--- src/hdl/mcsb_regs.vh ---
// Constants of the motor control status bank: register offsets, field positions,
// reset values and control state codes.
// Assumes an 8-bit register offset delivered by the serial control front end.
`ifndef MCSB_REGS_VH
`define MCSB_REGS_VH

// ==========================================================================
// Register offsets
`define MCSB_ADDR_W 8
`define MCSB_OFS_CTRL_FAULT 8'hE2
`define MCSB_OFS_STATUS_VOLT 8'hE4
`define MCSB_OFS_STATUS_STATE 8'hEA
`define MCSB_OFS_STATUS_POWER 8'hEC
`define MCSB_RESET_VALUE 32'h0000_0000

// ==========================================================================
// Controller fault field positions
`define MCSB_BIT_FAULT_SUMMARY 31
`define MCSB_BIT_POSDET_FREQ 29
`define MCSB_BIT_POSDET_T1 28
`define MCSB_BIT_POSDET_T2 27
`define MCSB_BIT_SPEED_LOCK 23
`define MCSB_BIT_SYNC_LOST 22
`define MCSB_BIT_MOTOR_ABSENT 21
`define MCSB_BIT_LOCK_ANY 20
`define MCSB_BIT_CYCLE_ILIM 19
`define MCSB_BIT_LOCK_ILIM 18
`define MCSB_BIT_SUPPLY_LOW 17
`define MCSB_BIT_SUPPLY_HIGH 16
`define MCSB_BIT_WDOG 15
`define MCSB_BIT_SELFTEST_EN 2
`define MCSB_BIT_SELFTEST_PASS 1
`define MCSB_BIT_APP_RESET_OK 0
`define MCSB_NUM_FAULTS 12

// ==========================================================================
// Status field positions
`define MCSB_BIT_SELFTEST_FAULT 17
`define MCSB_BIT_SERIAL_ENTRY 0

// ==========================================================================
// Control state codes
`define MCSB_ST_SYS_IDLE 4'h0
`define MCSB_ST_START 4'h1
`define MCSB_ST_RUN 4'h2
`define MCSB_ST_INIT 4'h3
`define MCSB_ST_POSDET 4'h4
`define MCSB_ST_ALIGN 4'h5
`define MCSB_ST_MOTOR_IDLE 4'h6
`define MCSB_ST_STOP 4'h7
`define MCSB_ST_FAULT 4'h8
`define MCSB_ST_DIRECTION 4'h9
`define MCSB_ST_SENSOR_ALIGN 4'hA
`define MCSB_ST_FREEWHEEL 4'hC
`define MCSB_ST_BRAKE 4'hD

`endif

--- src/hdl/mcsb_sticky_flags.v ---
// Bank of sticky fault flags with a common clear.
// Assumes set inputs are synchronous to clk; a set in the clear cycle survives.
`timescale 1ns/100ps
module mcsb_sticky_flags #(
  parameter WIDTH = 12
) (
  clk,
  rst,
  clkEn,
  clearAll,
  setIn,
  flags
);
  input wire clk;
  input wire rst;
  input wire clkEn;
  input wire clearAll;
  input wire [WIDTH-1:0] setIn;
  output wire [WIDTH-1:0] flags;

  // ==========================================================================
  // One flag per bit
  genvar i;
  generate
    for (i = 0; i < WIDTH; i = i + 1) begin : gFlag
      reg flag_q;
      wire flag_d;
      // Set wins over clear so that an event in the clear cycle is not lost.
      assign flag_d = setIn[i] | (flag_q & ~clearAll);
      always @(posedge clk) begin
        if (rst) begin
          flag_q <= 1'b0;
        end else if (clkEn) begin
          flag_q <= flag_d;
        end
      end
      assign flags[i] = flag_q;
    end
  endgenerate
endmodule // mcsb_sticky_flags

--- src/hdl/mcsb_status_bank.v ---
// Read-only status register bank of the motor controller.
// Assumes the serial control front end issues one-cycle read or write strobes
// with an 8-bit offset, and that all fault and measurement inputs are synchronous.
`timescale 1ns/100ps
`include "mcsb_regs.vh"
module mcsb_status_bank #(
  parameter VOLT_W = 16,
  parameter SPDCMD_W = 15,
  parameter SPEED_W = 16
) (
  clk,
  rst,
  clkEn,
  posdetFreqFault,
  posdetTiming1Fault,
  posdetTiming2Fault,
  abnormalSpeedLock,
  syncLostLock,
  motorAbsentFault,
  cycleCurrentLimitFault,
  lockCurrentLimitFault,
  motorSupplyLow,
  motorSupplyHigh,
  extWatchdogExpired,
  clearFaultsCmd,
  selftestEnabled,
  selftestPass,
  selftestFault,
  appResetOk,
  statusLoad,
  serialEntryDone,
  inputVoltageValue,
  voltageValid,
  speedCmdValue,
  speedCmdValid,
  ctrlState,
  motorSpeedValue,
  motorSpeedValid,
  busCurrentValue,
  inputPowerValue,
  powerValid,
  regAddr,
  regRdEn,
  regWrEn,
  regWrData,
  regRdData,
  regAck,
  regAddrErr,
  faultSummary,
  motorLockAny
);
  input wire clk;
  input wire rst;
  input wire clkEn;
  input wire posdetFreqFault;
  input wire posdetTiming1Fault;
  input wire posdetTiming2Fault;
  input wire abnormalSpeedLock;
  input wire syncLostLock;
  input wire motorAbsentFault;
  input wire cycleCurrentLimitFault;
  input wire lockCurrentLimitFault;
  input wire motorSupplyLow;
  input wire motorSupplyHigh;
  input wire extWatchdogExpired;
  input wire clearFaultsCmd;
  input wire selftestEnabled;
  input wire selftestPass;
  input wire selftestFault;
  input wire appResetOk;
  input wire statusLoad;
  input wire serialEntryDone;
  input wire [VOLT_W-1:0] inputVoltageValue;
  input wire voltageValid;
  input wire [SPDCMD_W-1:0] speedCmdValue;
  input wire speedCmdValid;
  input wire [3:0] ctrlState;
  input wire [SPEED_W-1:0] motorSpeedValue;
  input wire motorSpeedValid;
  input wire [15:0] busCurrentValue;
  input wire [15:0] inputPowerValue;
  input wire powerValid;
  input wire [`MCSB_ADDR_W-1:0] regAddr;
  input wire regRdEn;
  input wire regWrEn;
  input wire [31:0] regWrData;
  output reg [31:0] regRdData;
  output reg regAck;
  output reg regAddrErr;
  output reg faultSummary;
  output wire motorLockAny;

  // ==========================================================================
  // Offset decode
  localparam SEL_NONE = 3'd0;
  localparam SEL_FAULT = 3'd1;
  localparam SEL_VOLT = 3'd2;
  localparam SEL_STATE = 3'd3;
  localparam SEL_POWER = 3'd4;

  // Shared by the read path and the write acknowledge path.
  function [2:0] decodeOffset;
    input [`MCSB_ADDR_W-1:0] ofs;
    begin
      case (ofs)
        `MCSB_OFS_CTRL_FAULT: decodeOffset = SEL_FAULT;
        `MCSB_OFS_STATUS_VOLT: decodeOffset = SEL_VOLT;
        `MCSB_OFS_STATUS_STATE: decodeOffset = SEL_STATE;
        `MCSB_OFS_STATUS_POWER: decodeOffset = SEL_POWER;
        default: decodeOffset = SEL_NONE;
      endcase
    end
  endfunction

  // Only the documented codes are accepted; others keep the last good state.
  function stateKnown;
    input [3:0] code;
    begin
      case (code)
        `MCSB_ST_SYS_IDLE, `MCSB_ST_START, `MCSB_ST_RUN, `MCSB_ST_INIT,
        `MCSB_ST_POSDET, `MCSB_ST_ALIGN, `MCSB_ST_MOTOR_IDLE, `MCSB_ST_STOP,
        `MCSB_ST_FAULT, `MCSB_ST_DIRECTION, `MCSB_ST_SENSOR_ALIGN,
        `MCSB_ST_FREEWHEEL, `MCSB_ST_BRAKE: stateKnown = 1'b1;
        default: stateKnown = 1'b0;
      endcase
    end
  endfunction

  // ==========================================================================
  // Sticky controller fault flags
  wire lockDetect;
  wire [`MCSB_NUM_FAULTS-1:0] faultSet;
  wire [`MCSB_NUM_FAULTS-1:0] faultFlags;

  assign lockDetect = abnormalSpeedLock | syncLostLock | motorAbsentFault |
    lockCurrentLimitFault;

  assign faultSet = {
    posdetFreqFault,
    posdetTiming1Fault,
    posdetTiming2Fault,
    abnormalSpeedLock,
    syncLostLock,
    motorAbsentFault,
    lockDetect,
    cycleCurrentLimitFault,
    lockCurrentLimitFault,
    motorSupplyLow,
    motorSupplyHigh,
    extWatchdogExpired
  };

  mcsb_sticky_flags #(
    .WIDTH(`MCSB_NUM_FAULTS)
  ) uFaults (
    .clk(clk),
    .rst(rst),
    .clkEn(clkEn),
    .clearAll(clearFaultsCmd),
    .setIn(faultSet),
    .flags(faultFlags)
  );

  assign motorLockAny = faultFlags[5];

  // ==========================================================================
  // Self-test and reset status bits
  reg selftestEn_q;
  reg selftestPass_q;
  reg appResetOk_q;
  reg selftestFault_q;
  reg serialEntry_q;

  // These are status, not faults, so the clear command leaves them alone.
  always @(posedge clk) begin
    if (rst) begin
      selftestEn_q <= 1'b0;
      selftestPass_q <= 1'b0;
      appResetOk_q <= 1'b0;
      selftestFault_q <= 1'b0;
      serialEntry_q <= 1'b0;
    end else if (clkEn) begin
      if (statusLoad) begin
        selftestEn_q <= selftestEnabled;
        selftestPass_q <= selftestPass;
        appResetOk_q <= appResetOk;
        selftestFault_q <= selftestFault;
      end
      serialEntry_q <= serialEntryDone;
    end
  end

  // ==========================================================================
  // Measured values
  reg [VOLT_W-1:0] voltage_q;
  reg [SPDCMD_W-1:0] speedCmd_q;
  reg [3:0] state_q;
  reg [SPEED_W-1:0] speed_q;
  reg [15:0] busCurrent_q;
  reg [15:0] power_q;

  // Each measured value changes only on its valid strobe, bus current and power both on powerValid; the state follows every known ctrlState code.
  always @(posedge clk) begin
    if (rst) begin
      voltage_q <= {VOLT_W{1'b0}};
      speedCmd_q <= {SPDCMD_W{1'b0}};
      state_q <= `MCSB_ST_SYS_IDLE;
      speed_q <= {SPEED_W{1'b0}};
      busCurrent_q <= 16'h0000;
      power_q <= 16'h0000;
    end else if (clkEn) begin
      if (voltageValid) begin
        voltage_q <= inputVoltageValue;
      end
      if (speedCmdValid) begin
        speedCmd_q <= speedCmdValue;
      end
      if (stateKnown(ctrlState)) begin
        state_q <= ctrlState;
      end
      if (motorSpeedValid) begin
        speed_q <= motorSpeedValue;
      end
      if (powerValid) begin
        busCurrent_q <= busCurrentValue;
        power_q <= inputPowerValue;
      end
    end
  end

  // ==========================================================================
  // Register images
  reg [31:0] faultWord;
  reg [31:0] voltWord;
  reg [31:0] stateWord;
  reg [31:0] powerWord;

  always @* begin
    faultWord = `MCSB_RESET_VALUE;
    faultWord[`MCSB_BIT_FAULT_SUMMARY] = |faultFlags;
    faultWord[`MCSB_BIT_POSDET_FREQ] = faultFlags[11];
    faultWord[`MCSB_BIT_POSDET_T1] = faultFlags[10];
    faultWord[`MCSB_BIT_POSDET_T2] = faultFlags[9];
    faultWord[`MCSB_BIT_SPEED_LOCK] = faultFlags[8];
    faultWord[`MCSB_BIT_SYNC_LOST] = faultFlags[7];
    faultWord[`MCSB_BIT_MOTOR_ABSENT] = faultFlags[6];
    faultWord[`MCSB_BIT_LOCK_ANY] = faultFlags[5];
    faultWord[`MCSB_BIT_CYCLE_ILIM] = faultFlags[4];
    faultWord[`MCSB_BIT_LOCK_ILIM] = faultFlags[3];
    faultWord[`MCSB_BIT_SUPPLY_LOW] = faultFlags[2];
    faultWord[`MCSB_BIT_SUPPLY_HIGH] = faultFlags[1];
    faultWord[`MCSB_BIT_WDOG] = faultFlags[0];
    faultWord[`MCSB_BIT_SELFTEST_EN] = selftestEn_q;
    faultWord[`MCSB_BIT_SELFTEST_PASS] = selftestPass_q;
    faultWord[`MCSB_BIT_APP_RESET_OK] = appResetOk_q;
  end

  always @* begin
    voltWord = `MCSB_RESET_VALUE;
    voltWord[31:16] = voltage_q[15:0];
    voltWord[15:1] = speedCmd_q[14:0];
    voltWord[`MCSB_BIT_SERIAL_ENTRY] = serialEntry_q;
  end

  always @* begin
    stateWord = `MCSB_RESET_VALUE;
    stateWord[31:28] = state_q;
    stateWord[`MCSB_BIT_SELFTEST_FAULT] = selftestFault_q;
    stateWord[15:0] = speed_q[15:0];
  end

  always @* begin
    powerWord = {busCurrent_q, power_q};
  end

  // ==========================================================================
  // Register access
  wire [2:0] accessSel;
  wire accessReq;
  reg [31:0] readMux;

  assign accessSel = decodeOffset(regAddr);
  assign accessReq = regRdEn | regWrEn;

  always @* begin
    case (accessSel)
      SEL_FAULT: readMux = faultWord;
      SEL_VOLT: readMux = voltWord;
      SEL_STATE: readMux = stateWord;
      SEL_POWER: readMux = powerWord;
      default: readMux = `MCSB_RESET_VALUE;
    endcase
  end

  // Write data is never stored: every field is read-only, so a write earns only an acknowledge, or an address error at an unmapped offset.
  always @(posedge clk) begin
    if (rst) begin
      regRdData <= `MCSB_RESET_VALUE;
      regAck <= 1'b0;
      regAddrErr <= 1'b0;
      faultSummary <= 1'b0;
    end else if (clkEn) begin
      regAck <= accessReq && (accessSel != SEL_NONE);
      regAddrErr <= accessReq && (accessSel == SEL_NONE);
      if (regRdEn && !regWrEn) begin
        regRdData <= readMux;
      end
      faultSummary <= |faultFlags;
    end
  end

  // Write data is deliberately unused beyond the strobe.
  wire unusedWrData;
  assign unusedWrData = ^regWrData;

endmodule // mcsb_status_bank

--- config.mk ---
export PLATFORM = sky130hd
export DESIGN_NAME = mcsb_status_bank
export DESIGN_NICKNAME = d
export VERILOG_FILES = /design/src/hdl/mcsb_sticky_flags.v /design/src/hdl/mcsb_status_bank.v
export VERILOG_INCLUDE_DIRS = /design/src /design/src/hdl
export SDC_FILE = /design/constraint.sdc
export NUM_CORES = 1
export LEC_CHECK = 0
export BUFFER_PORTS_ARGS = -buffer_cell sky130_fd_sc_hd__buf_2
export CAP_MARGIN = 20
export CORE_MARGIN = 5
export CORE_UTILIZATION = 40
export CTS_BUF_LIST = sky130_fd_sc_hd__clkbuf_2 sky130_fd_sc_hd__clkbuf_4 sky130_fd_sc_hd__clkbuf_8
export DETAILED_ROUTE_END_ITERATION = 10
export GPL_TIMING_DRIVEN = 0
export PLACE_DENSITY = 0.69
export SETUP_SLACK_MARGIN = 0.05
export SLEW_MARGIN = 25
export SYNTH_ARGS = -nofsm -noshare
export SYNTH_HDL_FRONTEND = slang
export SYNTH_SLANG_ARGS = --single-unit
export TNS_END_PERCENT = 5
--- constraint.sdc ---
create_clock -name clk -period 1.82 [get_ports clk]
set_clock_uncertainty 0.2 [all_clocks]
set_input_delay 0.182 -clock clk [delete_from_list [all_inputs] [get_ports clk]]
set_output_delay 0.182 -clock clk [all_outputs]
set_load 0.005 [all_outputs]
After elaboration in Yosys (flattened, before gate mapping)
Memories as Yosys holds them, arrays and structs flattened.
Index checks and enable logic that the tools add are counted.

operators by class
  bitwise logic cells = 29
  add/subtract/negate cells = 0
  muxes and demuxes = 4
  shift operators = 0
  eq/ne operators = 8
  reduce and logical (&&, ||, !) cells = 14
  multiply operators = 0
  $lt $le $gt $ge = 0
  div/mod/pow operators = 0

operator list
  operator                                              count
  one-hot mux 32 bit (4 select lines)                   1
  equality test 8 bit (second input constant)           4
  OR 1 bit                                              16
  AND reduction 2 bit                                   7
  bitwise AND 1 bit                                     12
  one-hot mux 3 bit (4 select lines)                    1
  OR reduction 12 bit                                   1
  equality test 3 x 2 -> 1 bit (second input constant)  2
  equality test 3 x 1 -> 1 bit (second input constant)  1
  equality test 3 bit (second input constant)           1
  logical AND 1 bit                                     3
  zero test 3 bit                                       1
  nonzero test 3 bit                                    1
  two-way mux 1 bit                                     2
  zero test 1 bit                                       1
  inverter 1 bit                                        1

word-level totals
  register bits = 135
  bits in latches = 0
  ROM bits = 16
  output and inout bits = 36
  RAM bits = 0
  logic and storage cells = 83
  memories = 1

memory list
  name             depth  bits a word  read ports  clocked after memory_dff  wr ports  RTL line                text
  (no name shown)  16     1            1           0                         0         mcsb_status_bank.v:119  case (code)

Logic depth before layout (Yosys ltp)
  depth in word-level cells = 4
  depth in mapped cells = 6
  mapped depth without buffers = 4

By module
A second synthesis with hierarchy kept.

unflattened totals
  cells, all modules = 659
  area total of the unflattened synthesis = 5,644.2 um^2

by module, submodules not included
  module             instances  seq. area each (um^2)  area an instance (um^2)  cells an instance
  mcsb_status_bank   1          2,462.4                4,953.5                  594
  mcsb_sticky_flags  1          240.2                  690.7                    65

Worst setup path after synthesis
OpenSTA, ideal clock, no wires.

  path type = input -> register
  start point = in regAddr[0]
  end point = reg regRdData[30]
  arrival = 1,211 ps
  setup slack = 341 ps
  stages on the path = 5
  cells stage by stage = and4bb_2 > o211ai_2 > or3_4 > buf_6 > o21ai_2

on the way
  cells in the longest elaborated chain, start to end = 4

ends and longest elaborated chain
  element                                            RTL line                text
  from (decl)                                        mcsb_status_bank.v:83   input wire [`MCSB_ADDR_W-1:0] regAddr;
  equality test 8 bit                                mcsb_status_bank.v:105  case (ofs)
  one-hot mux 3 bit (4 select lines) *               mcsb_status_bank.v:105
  equality test 3 bit, or another cell as far along  mcsb_status_bank.v:286  case (accessSel)
  one-hot mux 32 bit (4 select lines) *              mcsb_status_bank.v:286
  to (signal assigned)                               mcsb_status_bank.v:298  regRdData <= `MCSB_RESET_VALUE;
  to (signal assigned)                               mcsb_status_bank.v:306  regRdData <= readMux;
  to (decl)                                          mcsb_status_bank.v:87   output reg [31:0] regRdData;

Mark *: on every way between the ends. The rest lies on a longest branch, timed or not.
A chain may end at the register's enable or synchronous reset.

Worst setup path after layout
  start point = in ctrlState[3]
  end point = reg state_q[3]

on the way
  cells in the longest elaborated chain, start to end = 4

ends and longest elaborated chain
  element                        RTL line                text
  from (decl)                    mcsb_status_bank.v:77   input wire [3:0] ctrlState;
  memory read (16 x 1 bit)       --
  two-way mux 1 bit              mcsb_status_bank.v:211  end else if (clkEn) begin
  two-way mux 1 bit              mcsb_status_bank.v:204  if (rst) begin
  AND reduction 2 bit (no line)  --
  to (signal assigned)           mcsb_status_bank.v:207  state_q <= `MCSB_ST_SYS_IDLE;
  to (signal assigned)           mcsb_status_bank.v:219  state_q <= ctrlState;
  to (decl)                      mcsb_status_bank.v:197  reg [3:0] state_q;

Several ways; a longest one is shown, not always the timed one. The select of a mux whose other input is x is not followed.

==> metrics <==
Leakage 3.34 nW; slowest stage delay, CP 580 ps; Skew-Pair Late Insertion Delay 460 ps; Slew Limit Fails 0; leading cell type in the layout, fill and taps excluded nand2_1; DR vias/cell 5.10; Post-Syn Area 5340 µm²; CP max FO 3; initial DRC count 344; CP Cell Sequence dlygate4sd3_1 -> buf_2 -> o211ai_1 -> nand2_2 -> a221oi_2 -> dlygate4sd3_1; DR DRC count 0; Core ar. 13,100 µm²; post-DP HPWL 12,500 µm; CTS tree built; Yosys top cell by area dfxtp_1; EDFF count, synth 0; area fraction in compound gates after synthesis 22.4%; reg2reg start uFaults.gFlag[4].flag_q; Final Hold Viols 0; Die Width 126 µm; PortBufs 151; maximum VDD drop 496 µV; Antenna Violating Nets Remaining 0; Placed Cells 968; TNS Setup 0 ps; simple-gate share of the synthesized area 18.7%; Root Buffer clkbuf_8; synthesized area per cell 8.33 µm²; Final period util 94.6%; Hold WC Path Type input pin to flop; CP startpoint ctrlState[3]; largest net degree at the start of global routing 17; status finished, final reports clean; Initial DRT Pass Iterations 7; slew of the pin with the lowest slew margin 668 ps; first-pass GRT wire length 29,300 µm; syn nets 791; Synth Area in Adders 0%; Arr. time, crit path 1920 ps; Slew HR 55.5%; DIE AREA 15,800 µm²; routability cong. 0.860; RSZ-0062 raised after global routing false; Antenna diodes 0; ratio of cells with drive above 1 in the final layout 22.6%; pre-CTS setup slack -72.4 ps; Req. time, crit path 2020 ps; Setup WS post-layout 98.3 ps; # setup viols final 0; min cycle time layout 1720 ps; slowest CP cell dlygate4sd3_1; post-synthesis cell type count 37; Max Root-Sink Buffers 2; Num CTS Buffers 17; Post-Synthesis Cells 641; share of the synthesized area in the top cell type 50.6%; H-Tree Depth 4; synth top area cells dfxtp_1 (51%), nand2_1 (14%), a21oi_1 (8.5%); via count 5,729; pwr/cell area 823 nW/µm²; number of fillers in the final layout 1,191; max cap viols 0; CP endpoint kind flop; clock transition at the registers of the reported paths 70 ps; grt total ovfl 0; post-synthesis async set-or-reset flop share 0%; Die Y 126 µm; Routed WL 18,500 µm; area delta synth->final 49.8%; Most used DFF post-synth dfxtp_1; Final nets 1,085; vias in the first global route 5,644; initial antenna violation count 0; Non-Filler Instances 1,124; gr usage total 23.4%; register area share after synthesis 50.6%; CTS sink count 135; Initial Util 40.6%; Post-CTS Setup Bufs 0; WL per Instance 16.5 µm; CP Launch Type input pin; synth warn 0; largest family of logic cells by synthesized area compound AO/OA/AOI/OAI gates; commonest cells after routing, fill and taps aside nand2_1 (194), buf_2 (159), dfxtp_1 (135), dlygate4sd3_1 (124), a21oi_1 (91); Peak Freq 581 MHz; post-synthesis mux area share 3.94%; CP Class input pin to flop; Hold Path Origin motorSpeedValid; Seq cells post-synth 135; cell row count 42; Synth Area in XOR/XNOR 0%; CP most frequent cell dlygate4sd3_1; I/O Pins 186
[cell usage after synthesis, drive strengths merged, types with 3 or more instances]
master,number
o22ai,7
a22oi,33
or3,4
nand3,5
a21oi,91
o21ai,23
a22o,20
mux2i,21
clkbuf,29
nor2,22
buf,21
dfxtp,135
nand2,195
a2bb2oi,9
inv,3
nor4,3
and2,5
[power breakdown]
part	total (mW)	internal [mW]	switching, mW
clock	2.61	1.46	1.15
combinational	0.841	0.426	0.415
sequential	3.13	3.07	0.0661
total	6.58	4.95	1.63
[worst paths after layout]
check,to,slack [ps],cells after the start
worst min-delay path,speed_q[1],30,4
worst min register to register,regRdData[10],250,2
worst max-delay path,state_q[3],100,6
worst max register to register,regRdData[31],360,4
[kinds of logic (layout without fill, tap and decap cells)]
kind of cell,count (synthesis),count (layout)
DFF,135,135
buffers and inverters,53,360
muxes,21,21
and+or+nand+nor,244,244
AOI/OAI and AO/OA,188,188
[layer usage]
metal | routed length (µm) | up-vias | GRT usage [%]
met1 | 8060 | 2661 | 30.3
met4 | 269 | 0 | 7.08
li1 | - | 2800 | -
met3 | 1490 | 28 | 6.61
met5 | 0 | - | 0
met2 | 8710 | 240 | 38.0
[area by class of cell]
type	instances	area (µm²)	area share (%)
inverters	3	11.3	0.141
well taps	176	220	2.75
flip-flops and latches	135	2700	33.8
clock inverters	7	90.1	1.13
repair buffers	276	2010	25.1
plain buffers	49	215	2.69
multi-input cells	453	2420	30.2
clock buffers	25	332	4.15
[critical path: cells and delay by family]
kind,cells,cell delay (ps)
buffers and inverters,3,1280
AOI/OAI and AO/OA,2,340
and+or+nand+nor,1,130
[sequential cells by signal (all words and copies together), names as in the netlist, 4 cells and up]
register              cells
uFaults.gFlag.flag_q     12
power_q                  16
speedCmd_q               15
voltage_q                16
busCurrent_q             16
state_q                   4
speed_q                  16
regRdData                32
[timing repair]
item	4_1_cts	5_1_grt
hold buffers	125	1
endpoints found under the setup margin	0	24
endpoints found under the hold margin	105	1
gates resized for setup	0	6
[stage by stage]
stage               hold WS (ps)  util, %  cell area, µm²  total power, mW
CTS                         6.10     60.8            7990             6.58
finish                      34.9     60.9            8000             6.58
detailed placement           227     48.0            6310             3.81
global placement             226     48.0            6310             3.81
global route                14.7     60.9            8000             6.81
floorplan                    118        -            5340             3.52
Note: power is estimated with default switching activity, not from simulation.
